<file path="src/core/ucm_pkg.sv">
// Constants, field positions and carrier types for the serial channel mode block.
// Assumes a classic Wishbone slave with 32-bit data and byte addresses.
package ucm_pkg;
  // Register byte offsets
  localparam logic [7:0] UCM_OFS_MODE = 8'h00; // Pointer-selected mode register
  localparam logic [7:0] UCM_OFS_STATUS = 8'h04; // Channel status, read only
  localparam logic [7:0] UCM_OFS_CMD = 8'h08; // Channel command, write only
  localparam logic [7:0] UCM_OFS_DATA = 8'h0c; // Receive read / transmit write
  localparam logic [7:0] UCM_OFS_OPORT = 8'h10; // Output port bit zero
  // Mode register zero fields
  localparam int UCM_M0_WDOG = 7; // Watchdog enable
  localparam int UCM_M0_RXINT = 6; // Receive threshold upper bit
  localparam int UCM_M0_TXINT = 4; // Transmit threshold low bit of pair
  localparam int UCM_M0_SIZE = 3; // Queue depth select
  // Mode register one fields
  localparam int UCM_M1_RXRTS = 7; // Receiver flow control
  localparam int UCM_M1_RXINT = 6; // Receive threshold lower bit
  localparam int UCM_M1_ERRMODE = 5; // Block error mode
  localparam int UCM_M1_PARMODE = 3; // Parity mode low bit of pair
  localparam int UCM_M1_PARTYPE = 2; // Parity type
  // Status bit positions
  localparam int UCM_SR_BRK = 7; // Received break
  localparam int UCM_SR_FE = 6; // Framing error
  localparam int UCM_SR_PE = 5; // Parity error
  localparam int UCM_SR_OVR = 4; // Overrun
  localparam int UCM_SR_TXEMT = 3; // Transmit queue empty
  localparam int UCM_SR_TXRDY = 2; // Transmit space available
  localparam int UCM_SR_RXFULL = 1; // Receive queue full
  localparam int UCM_SR_RECEIVE_READY_FLAG = 0; // Receive data present
  // Command codes in the upper nibble
  localparam logic [3:0] UCM_CMD_PTR_ONE = 4'h1; // Pointer to mode one
  localparam logic [3:0] UCM_CMD_RX_RESET = 4'h2; // Receiver reset
  localparam logic [3:0] UCM_CMD_ERR_RESET = 4'h4; // Error reset
  localparam logic [3:0] UCM_CMD_PTR_ZERO = 4'hb; // Pointer to mode zero
  localparam int UCM_CR_TXDIS = 3; // Disable transmitter
  localparam int UCM_CR_TXEN = 2; // Enable transmitter
  localparam int UCM_CR_RXDIS = 1; // Disable receiver
  localparam int UCM_CR_RXEN = 0; // Enable receiver
  // Reset values and timing
  localparam logic [7:0] UCM_MODE_RST = 8'h00; // All mode registers clear
  localparam int UCM_WDOG_BITS = 64; // Idle bit times before alert
  localparam int UCM_DEPTH_SMALL = 8; // Shallow queue depth
  localparam int UCM_DEPTH_LARGE = 16; // Deep queue depth
  // Character format towards the shifters
  typedef struct packed {
    logic [1:0] par_mode; // 00 with, 01 forced, 10 none, 11 multi-drop
    logic par_type; // Even/odd, forced value or address polarity
    logic [1:0] char_len; // 00 five .. 11 eight data bits
  } ucm_fmt_s;
  // One received character with its status
  typedef struct packed {
    logic brk; // Break seen
    logic fe; // Framing error
    logic pe; // Parity error
    logic [7:0] data; // Character
  } ucm_rxchar_s;
  // Pointer positions
  typedef enum logic [1:0] {UCM_PTR_ZERO, UCM_PTR_ONE, UCM_PTR_TWO} ucm_ptr_e;
endpackage : ucm_pkg

</file>
<file path="src/core/ucm_channel_mode.sv">
// Mode registers, queues, thresholds, watchdog and receive flow control of one channel.
// Assumes a Wishbone master on clk_i and bit-time ticks from the receiver 1X clock.
`timescale 1ns/100ps
module ucm_channel_mode
  import ucm_pkg::*;
#(
  parameter int DW = 8, // Character width
  parameter int QD = 16 // Storage depth of each queue
) (
  input wire logic clk_i, // 200 MHz clock
  input wire logic rst_i, // Synchronous reset, active high
  input wire logic cyc_i, // Wishbone cycle
  input wire logic stb_i, // Wishbone strobe
  input wire logic we_i, // Wishbone write enable
  input wire logic [7:0] adr_i, // Wishbone byte address
  input wire logic [3:0] sel_i, // Wishbone byte selects
  input wire logic [31:0] dat_i, // Wishbone write data
  output logic [31:0] dat_o, // Wishbone read data
  output logic ack_o, // Wishbone acknowledge
  input wire logic rx_valid_i, // Receiver delivers a character
  input wire ucm_rxchar_s rx_char_i, // Received character and status
  input wire logic rx_start_i, // Receiver saw a valid start bit
  input wire logic rx_bit_tick_i, // One receiver bit time elapsed
  input wire logic tx_take_i, // Transmit shifter takes a character
  output logic [DW-1:0] tx_data_o, // Character for the shifter
  output logic tx_avail_o, // Transmit queue holds a character
  output ucm_fmt_s fmt_o, // Character format
  output logic [2:0] baud_group_o, // Baud group select
  output logic rx_irq_o, // Receive interrupt request
  output logic tx_irq_o, // Transmit interrupt request
  output logic request_to_send_out_n_o // Send request pin, active low
);
  // Threshold: bytes stored for receive, positions empty for transmit
  function automatic logic [4:0] ucm_level(input logic [1:0] code, input logic deep,
                                           input logic is_tx);
    logic [4:0] lv;
    lv = 5'd1;
    case (code)
      2'b00: lv = is_tx ? (deep ? 5'd16 : 5'd8) : 5'd1;
      2'b01: lv = is_tx ? (deep ? 5'd8 : 5'd4) : (deep ? 5'd8 : 5'd6);
      2'b10: lv = is_tx ? (deep ? 5'd12 : 5'd6) : (deep ? 5'd12 : 5'd4);
      default: lv = is_tx ? 5'd1 : (deep ? 5'd16 : 5'd8);
    endcase
    return lv;
  endfunction : ucm_level

  logic [7:0] mode_zero_fifo_baud_ff; // Mode register zero
  logic [7:0] mode_one_char_format_ff; // Mode register one
  logic [7:0] mode_reg_two_ff; // Mode register two
  ucm_ptr_e ptr_ff; // Mode register pointer
  logic ack_ff; // Registered acknowledge
  logic [31:0] rdata_ff; // Registered read data
  ucm_rxchar_s rxq [QD]; // Receive queue storage
  logic [DW-1:0] txq [QD]; // Transmit queue storage
  logic [3:0] rx_wp_ff, rx_rp_ff, tx_wp_ff, tx_rp_ff; // Queue pointers
  logic [4:0] rx_cnt_ff, tx_cnt_ff; // Queue occupancy
  logic rx_en_ff, tx_en_ff; // Receiver and transmitter enables
  logic [2:0] blk_err_ff; // Accumulated break, framing, parity
  logic ovr_ff; // Overrun flag
  logic [6:0] wd_cnt_ff; // Watchdog bit-time counter
  logic wd_flag_ff; // Watchdog alert
  logic oport0_ff; // Output port bit zero
  logic rts_hold_ff; // Flow control negation in force
  logic [DW-1:0] tx_data_ff; // Head of transmit queue
  logic tx_avail_ff, rx_irq_ff, tx_irq_ff, rts_n_ff; // Output flops

  logic req, wr, rd; // New bus request and its direction
  logic cmd_wr, data_rd, data_wr; // Decoded accesses
  logic [3:0] cmd; // Command code
  logic deep; // Depth select
  logic [4:0] depth; // Active depth
  logic rx_full, rx_push, rx_pop, rx_clr; // Receive queue control
  logic tx_push, tx_pop; // Transmit queue control
  logic [1:0] rx_code; // Receive threshold code
  logic [2:0] top_err; // Status of queue top
  logic [2:0] err_view; // Status shown to software

  // Bus decode; one request per cycle since ack drops after one cycle
  assign req = cyc_i & stb_i & ~ack_ff;
  assign wr = req & we_i & sel_i[0];
  assign rd = req & ~we_i;
  assign cmd = dat_i[7:4];
  assign cmd_wr = wr & (adr_i == UCM_OFS_CMD);
  assign data_rd = rd & (adr_i == UCM_OFS_DATA);
  assign data_wr = wr & (adr_i == UCM_OFS_DATA);
  assign deep = mode_zero_fifo_baud_ff[UCM_M0_SIZE];
  assign depth = deep ? 5'(UCM_DEPTH_LARGE) : 5'(UCM_DEPTH_SMALL);
  assign rx_clr = cmd_wr & (cmd == UCM_CMD_RX_RESET);
  assign rx_full = (rx_cnt_ff >= depth);
  assign rx_push = rx_valid_i & rx_en_ff & ~rx_full;
  assign rx_pop = data_rd & (rx_cnt_ff != 5'd0);
  assign tx_push = data_wr & (tx_cnt_ff < depth);
  assign tx_pop = tx_take_i & tx_en_ff & (tx_cnt_ff != 5'd0);
  assign rx_code = {mode_zero_fifo_baud_ff[UCM_M0_RXINT],
                    mode_one_char_format_ff[UCM_M1_RXINT]};
  assign top_err = (rx_cnt_ff != 5'd0) ?
                   {rxq[rx_rp_ff].brk, rxq[rx_rp_ff].fe, rxq[rx_rp_ff].pe} : 3'b000;
  assign err_view = mode_one_char_format_ff[UCM_M1_ERRMODE] ?
                    (blk_err_ff | top_err) : top_err;

  // Bus acknowledge, one cycle after the request
  always_ff @(posedge clk_i) begin
    if (rst_i) begin
      ack_ff <= 1'b0;
    end else begin
      ack_ff <= req;
    end
  end

  // Read data, captured with the request; unmapped reads return zero
  always_ff @(posedge clk_i) begin
    if (rst_i) begin
      rdata_ff <= 32'h0;
    end else if (rd) begin
      case (adr_i)
        UCM_OFS_MODE: begin
          case (ptr_ff)
            UCM_PTR_ZERO: rdata_ff <= {24'h0, mode_zero_fifo_baud_ff};
            UCM_PTR_ONE: rdata_ff <= {24'h0, mode_one_char_format_ff};
            default: rdata_ff <= {24'h0, mode_reg_two_ff};
          endcase
        end
        UCM_OFS_STATUS: begin
          rdata_ff <= {24'h0, err_view, ovr_ff, tx_cnt_ff == 5'd0,
                       tx_cnt_ff < depth, rx_full, rx_cnt_ff != 5'd0};
        end
        UCM_OFS_DATA: rdata_ff <= {24'h0, rxq[rx_rp_ff].data};
        UCM_OFS_OPORT: rdata_ff <= {31'h0, oport0_ff};
        default: rdata_ff <= 32'h0;
      endcase
    end
  end

  // Mode register writes through the pointer
  always_ff @(posedge clk_i) begin
    if (rst_i) begin
      mode_zero_fifo_baud_ff <= UCM_MODE_RST;
      mode_one_char_format_ff <= UCM_MODE_RST;
      mode_reg_two_ff <= UCM_MODE_RST;
    end else if (wr & (adr_i == UCM_OFS_MODE)) begin
      case (ptr_ff)
        UCM_PTR_ZERO: mode_zero_fifo_baud_ff <= dat_i[7:0];
        UCM_PTR_ONE: mode_one_char_format_ff <= dat_i[7:0];
        default: mode_reg_two_ff <= dat_i[7:0];
      endcase
    end
  end

  // Pointer: commands reposition it, mode accesses advance it
  always_ff @(posedge clk_i) begin
    if (rst_i) begin
      ptr_ff <= UCM_PTR_ONE;
    end else if (cmd_wr & (cmd == UCM_CMD_PTR_ONE)) begin
      ptr_ff <= UCM_PTR_ONE;
    end else if (cmd_wr & (cmd == UCM_CMD_PTR_ZERO)) begin
      ptr_ff <= UCM_PTR_ZERO;
    end else if (req & (adr_i == UCM_OFS_MODE)) begin
      case (ptr_ff)
        UCM_PTR_ZERO: ptr_ff <= UCM_PTR_ONE;
        UCM_PTR_ONE: ptr_ff <= UCM_PTR_TWO;
        default: ptr_ff <= UCM_PTR_TWO;
      endcase
    end
  end

  // Enables from the low command bits; disable wins
  always_ff @(posedge clk_i) begin
    if (rst_i) begin
      rx_en_ff <= 1'b0;
      tx_en_ff <= 1'b0;
    end else if (cmd_wr) begin
      if (dat_i[UCM_CR_RXDIS]) begin
        rx_en_ff <= 1'b0;
      end else if (dat_i[UCM_CR_RXEN]) begin
        rx_en_ff <= 1'b1;
      end
      if (dat_i[UCM_CR_TXDIS]) begin
        tx_en_ff <= 1'b0;
      end else if (dat_i[UCM_CR_TXEN]) begin
        tx_en_ff <= 1'b1;
      end
    end
  end

  // Receive queue storage
  always_ff @(posedge clk_i) begin
    if (rx_push) begin
      rxq[rx_wp_ff] <= rx_char_i;
    end
  end

  // Receive queue pointers; receiver reset empties it
  always_ff @(posedge clk_i) begin
    if (rst_i | rx_clr) begin
      rx_wp_ff <= 4'h0;
      rx_rp_ff <= 4'h0;
      rx_cnt_ff <= 5'd0;
    end else begin
      if (rx_push) begin
        rx_wp_ff <= rx_wp_ff + 4'h1;
      end
      if (rx_pop) begin
        rx_rp_ff <= rx_rp_ff + 4'h1;
      end
      rx_cnt_ff <= rx_cnt_ff + 5'(rx_push) - 5'(rx_pop);
    end
  end

  // Block error accumulation over every top character
  always_ff @(posedge clk_i) begin
    if (rst_i | rx_clr | (cmd_wr & (cmd == UCM_CMD_ERR_RESET))) begin
      blk_err_ff <= 3'b000;
    end else begin
      blk_err_ff <= blk_err_ff | top_err;
    end
  end

  // Overrun: character arriving at a full queue; set beats clear
  always_ff @(posedge clk_i) begin
    if (rst_i) begin
      ovr_ff <= 1'b0;
    end else if (rx_valid_i & rx_en_ff & rx_full) begin
      ovr_ff <= 1'b1;
    end else if (rx_clr | (cmd_wr & (cmd == UCM_CMD_ERR_RESET))) begin
      ovr_ff <= 1'b0;
    end
  end

  // Watchdog counts idle bit times
  always_ff @(posedge clk_i) begin
    if (rst_i | data_rd | rx_push | rx_clr) begin
      wd_cnt_ff <= 7'd0;
    end else if (rx_bit_tick_i & mode_zero_fifo_baud_ff[UCM_M0_WDOG] &
                 (rx_cnt_ff != 5'd0) & (wd_cnt_ff < 7'(UCM_WDOG_BITS))) begin
      wd_cnt_ff <= wd_cnt_ff + 7'd1;
    end
  end

  // Watchdog alert holds until the queue is touched again or the watchdog is disabled
  always_ff @(posedge clk_i) begin
    if (rst_i | data_rd | rx_push | rx_clr | ~mode_zero_fifo_baud_ff[UCM_M0_WDOG]) begin
      wd_flag_ff <= 1'b0;
    end else if (wd_cnt_ff == 7'(UCM_WDOG_BITS)) begin
      wd_flag_ff <= 1'b1;
    end
  end

  // Transmit queue storage
  always_ff @(posedge clk_i) begin
    if (tx_push) begin
      txq[tx_wp_ff] <= dat_i[DW-1:0];
    end
  end

  // Transmit queue pointers
  always_ff @(posedge clk_i) begin
    if (rst_i) begin
      tx_wp_ff <= 4'h0;
      tx_rp_ff <= 4'h0;
      tx_cnt_ff <= 5'd0;
    end else begin
      if (tx_push) begin
        tx_wp_ff <= tx_wp_ff + 4'h1;
      end
      if (tx_pop) begin
        tx_rp_ff <= tx_rp_ff + 4'h1;
      end
      tx_cnt_ff <= tx_cnt_ff + 5'(tx_push) - 5'(tx_pop);
    end
  end

  // Output port bit zero, written by software only
  always_ff @(posedge clk_i) begin
    if (rst_i) begin
      oport0_ff <= 1'b0;
    end else if (wr & (adr_i == UCM_OFS_OPORT)) begin
      oport0_ff <= dat_i[0];
    end
  end

  // Flow control: negate on start at full, release when space frees
  always_ff @(posedge clk_i) begin
    if (rst_i | ~mode_one_char_format_ff[UCM_M1_RXRTS]) begin
      rts_hold_ff <= 1'b0;
    end else if (rx_start_i & rx_full) begin
      rts_hold_ff <= 1'b1;
    end else if (~rx_full) begin
      rts_hold_ff <= 1'b0;
    end
  end

  // Registered outputs
  always_ff @(posedge clk_i) begin
    if (rst_i) begin
      rx_irq_ff <= 1'b0;
      tx_irq_ff <= 1'b0;
      rts_n_ff <= 1'b1;
      tx_data_ff <= '0;
      tx_avail_ff <= 1'b0;
    end else begin
      rx_irq_ff <= (rx_cnt_ff >= ucm_level(rx_code, deep, 1'b0)) | wd_flag_ff;
      tx_irq_ff <= tx_en_ff & ((depth - tx_cnt_ff) >=
                   ucm_level(mode_zero_fifo_baud_ff[5:4], deep, 1'b1));
      rts_n_ff <= ~oport0_ff | rts_hold_ff;
      tx_data_ff <= txq[tx_rp_ff];
      tx_avail_ff <= (tx_cnt_ff != 5'd0);
    end
  end

  assign dat_o = rdata_ff;
  assign ack_o = ack_ff;
  assign tx_data_o = tx_data_ff;
  assign tx_avail_o = tx_avail_ff;
  assign fmt_o = ucm_fmt_s'({mode_one_char_format_ff[4:0]});
  assign baud_group_o = mode_zero_fifo_baud_ff[2:0];
  assign rx_irq_o = rx_irq_ff;
  assign tx_irq_o = tx_irq_ff;
  assign request_to_send_out_n_o = rts_n_ff;
endmodule : ucm_channel_mode

</file>
<file path="config.mk">
export PLATFORM = sky130hd
export DESIGN_NAME = ucm_channel_mode
export DESIGN_NICKNAME = d
export VERILOG_FILES = /design/src/core/ucm_pkg.sv /design/src/core/ucm_channel_mode.sv
export SDC_FILE = /design/constraint.sdc
export NUM_CORES = 1
export LEC_CHECK = 0
export ABC_AREA = 1
export BUFFER_PORTS_ARGS = -buffer_cell sky130_fd_sc_hd__buf_4
export CAP_MARGIN = 25
export CORE_ASPECT_RATIO = 2
export CORE_MARGIN = 2
export CORE_UTILIZATION = 60
export CTS_CLUSTER_SIZE = 16
export DETAILED_ROUTE_END_ITERATION = 16
export PLACE_DENSITY = 0.78
export SETUP_SLACK_MARGIN = 0.05
export SYNTH_ARGS = -nofsm -noshare
export SYNTH_HDL_FRONTEND = slang
export SYNTH_SLANG_ARGS = --single-unit
</file>
<file path="constraint.sdc">
create_clock -name clk_i -period 4.1 [get_ports clk_i]
set_input_delay 0.82 -clock clk_i [delete_from_list [all_inputs] [get_ports clk_i]]
set_output_delay 0.82 -clock clk_i [all_outputs]
set_load 0.01 [all_outputs]
</file>
==> flow_summary.json <==
{
  "grt_max_degree": 90,
  "powerDensity_nw_per_um2": 405,
  "synth-edff-count": 304,
  "ys_seq_elements": 397,
  "setup_tns_ns": 0,
  "vias": 11809,
  "setup-violations-final": 0,
  "routabilityCongestion": 0.931,
  "place_area_um2": 17700,
  "core-area_um2": 28100,
  "syn-cell-area_um2": 17000,
  "cts_resized": 0,
  "n_antenna_cell": 0,
  "num_rows": 87,
  "areaGrowthSynthToFinish_pct": 10.3,
  "drv_slew": 0,
  "clock_path_buffers": 3,
  "final_area_um2": 18800,
  "ios": 117,
  "worst_slew_pin_slew_ns": 1.02,
  "ir_worst_vdd_uv": 400,
  "final_common_cell": "edfxtp_1",
  "nets": 1728,
  "finalHoldViolations": 0,
  "start_util_pct": 60.6,
  "fin_crit_sh_pct": 84.1,
  "firstDrtPassIters": 7,
  "port_buffers": 65,
  "crit_arrival_ns": 3.86,
  "hold_path.class": "reg -> reg",
  "maxCapViolations": 0,
  "vias_per_cell": 5.89,
  "ys_types": 56,
  "worstSetupPathType": "reg -> reg",
  "cts.sinks": 397,
  "cts.htree.levels": 2,
  "drc": 0,
  "grt_usage_pct": 27.0,
  "synthCells": 1570,
  "clkLatencyLatePin_ns": 0.53,
  "grt_overflow": 0,
  "synthArstFlopShare_pct": 0,
  "seq_area_frac_synth_pct": 64.5,
  "cts-buffers-inserted": 35,
  "die_w_um": 123,
  "drive_above_1_share_pct": 11.2,
  "syn_area_per_cell_um2": 10.8,
  "skew_ns": 0.0175,
  "die-height_um": 242,
  "fillCellCount": 2104,
  "rsz0062_at_grt": "no",
  "cts_tree": "done",
  "die_area_um2": 29800,
  "maxSlewHeadroom_pct": 32.0,
  "critPathMaxFanout": 9,
  "grt_pass1_wl_um": 61500,
  "drt_iter0_markers": 873,
  "postCtsSetupBuffers": 0,
  "ys_warn_count": 0,
  "period_needed_ns": 3.45,
  "place_hpwl_um": 27300,
  "critical_path_required_ns": 4.52,
  "p_leak_nw": 6.83,
  "grt_pass1_vias": 11866,
  "worst_setup_hold_path_clk_slew_ns": 0.07,
  "synthFlopType": "edfxtp_1",
  "holdBufCountCts": 0,
  "antenna_found_initial": 0,
  "wirelength_um": 40300,
  "avgRoutedWirePerCell_um": 20.1,
  "mostFrequentLayoutCells": "304 x edfxtp_1, 229 x nand2_1, 199 x nor2_1, 154 x o21ai_0, 105 x inv_1",
  "clock-root-buffer": "clkbuf_16",
  "outcome": "completed",
  "ant_nets": 0,
  "cp-end-kind": "flip-flop",
  "clock.fmax_mhz": 290,
  "critPathLaunchType": "flip-flop"
}
## routing by layer
| layer | GRT usage, % | share of wire (%) |
|---|---|---|
| met1 | 27.1 | 34 |
| met2 | 50.9 | 55 |
| met3 | 3.60 | 4.8 |
| met4 | 16.0 | 6.3 |
| met5 | 0 | 0 |
## logic make-up after synthesis
| group | share of synthesized area, % |
|---|---|
| compound gates | 11.2 |
| xor+xnor | 0.514 |
| fa+ha+maj | 3.17 |
| buf+inv | 6.08 |
| flops | 64.5 |
| mux | 0.0661 |
| other cells | 0.0220 |
| simple gates | 14.4 |
## synth_stat cells, types with 3 or more instances
cell type | n | area (um2)
o22ai_1 | 24 | 150
nor2_2 | 3 | 18.8
nand4_1 | 7 | 43.8
nor2_1 | 199 | 747
nand2_1 | 229 | 860
nand3_1 | 89 | 445
or2_2 | 3 | 18.8
o211ai_1 | 21 | 158
clkbuf_1 | 33 | 124
nand2_2 | 5 | 31.3
dfxtp_1 | 93 | 1860
inv_1 | 105 | 394
nor3_1 | 9 | 45.0
edfxtp_1 | 304 | 9130
o221ai_1 | 31 | 272
buf_6 | 3 | 33.8
inv_2 | 6 | 22.5
buf_2 | 27 | 135
o21bai_1 | 4 | 30.0
buf_4 | 39 | 293
xor2_1 | 9 | 78.8
nor4_1 | 4 | 25.0
ha_1 | 40 | 500
a21oi_1 | 81 | 405
o21ai_1 | 5 | 25.0
o21ai_0 | 154 | 771
a31oi_1 | 4 | 25.0
## final timing paths
| check | startpoint | to | slack (ns) | cells past startpoint |
|---|---|---|---|---|
| setup / recovery | mode_zero_fifo_baud_ff[3] | rx_cnt_ff[4] | 0.65 | 18 |
| hold / removal | mode_reg_two_ff[5] | mode_reg_two_ff[5] | 0.46 | 2 |
| setup reg to reg | mode_zero_fifo_baud_ff[3] | rx_cnt_ff[4] | 0.65 | 18 |
| hold reg to reg | mode_reg_two_ff[5] | mode_reg_two_ff[5] | 0.46 | 2 |
## registers in the layout (all words and copies together), names as in the netlist, 2 cells and up, named ones only
register	cells
blk_err_ff	3
dat_o	8
mode_one_char_format_ff	8
mode_reg_two_ff	8
mode_zero_fifo_baud_ff	8
ptr_ff	2
rx_cnt_ff	5
rx_rp_ff	4
rx_wp_ff	4
rxq	176
tx_cnt_ff	5
tx_data_o	8
tx_rp_ff	4
tx_wp_ff	4
txq	128
wd_cnt_ff	7
## critical path, stage by stage (launching register included)
cell	delay [ns]
dfxtp_1	0.43
inv_1	0.21
ha_1	0.35
a21oi_1	0.14
nand2_1	0.14
nor2_1	0.37
inv_1	0.17
ha_1	0.34
inv_1	0.06
ha_1	0.15
inv_1	0.05
fa_1	0.39
inv_1	0.09
a21oi_1	0.07
nor2_1	0.09
nor2_1	0.06
xor2_1	0.13
inv_1	0.05
nor2_1	0.03
## through the flow
stage	util [%]	worst slack [ns]	hold slack [ns]	std cells	power, mW
after detailed placement	63.0	0.625	0.451	1941	4.56
after CTS	66.9	0.670	0.460	2004	7.64
after global placement	63.0	0.664	0.440	1941	4.56
after global routing	66.9	0.378	0.485	2004	7.79
after floorplan	-	0.951	0.405	1593	4.48
final	66.9	0.652	0.456	2004	7.61
## layout make-up
| class | count | area [um2] | share of cell area [%] |
|---|---|---|---|
| Clock buffer | 44 | 982 | 5.23 |
| Clock inverter | 19 | 105 | 0.560 |
| Inverter | 116 | 442 | 2.35 |
| Multi-Input combinational cell | 976 | 5090 | 27.1 |
| Sequential cell | 397 | 11000 | 58.5 |
| Tap cell | 356 | 445 | 2.37 |
| Timing Repair Buffer | 96 | 721 | 3.84 |
## where the power goes
group / total [mW] / internal [mW] / switching (mW) / leakage, nW
Clock: 3.13 / 1.71 / 1.43 / 0.526
Combinational: 0.150 / 0.0391 / 0.111 / 2.82
Sequential: 4.33 / 4.32 / 0.00351 / 3.48
(Power assumes the default switching activity.)
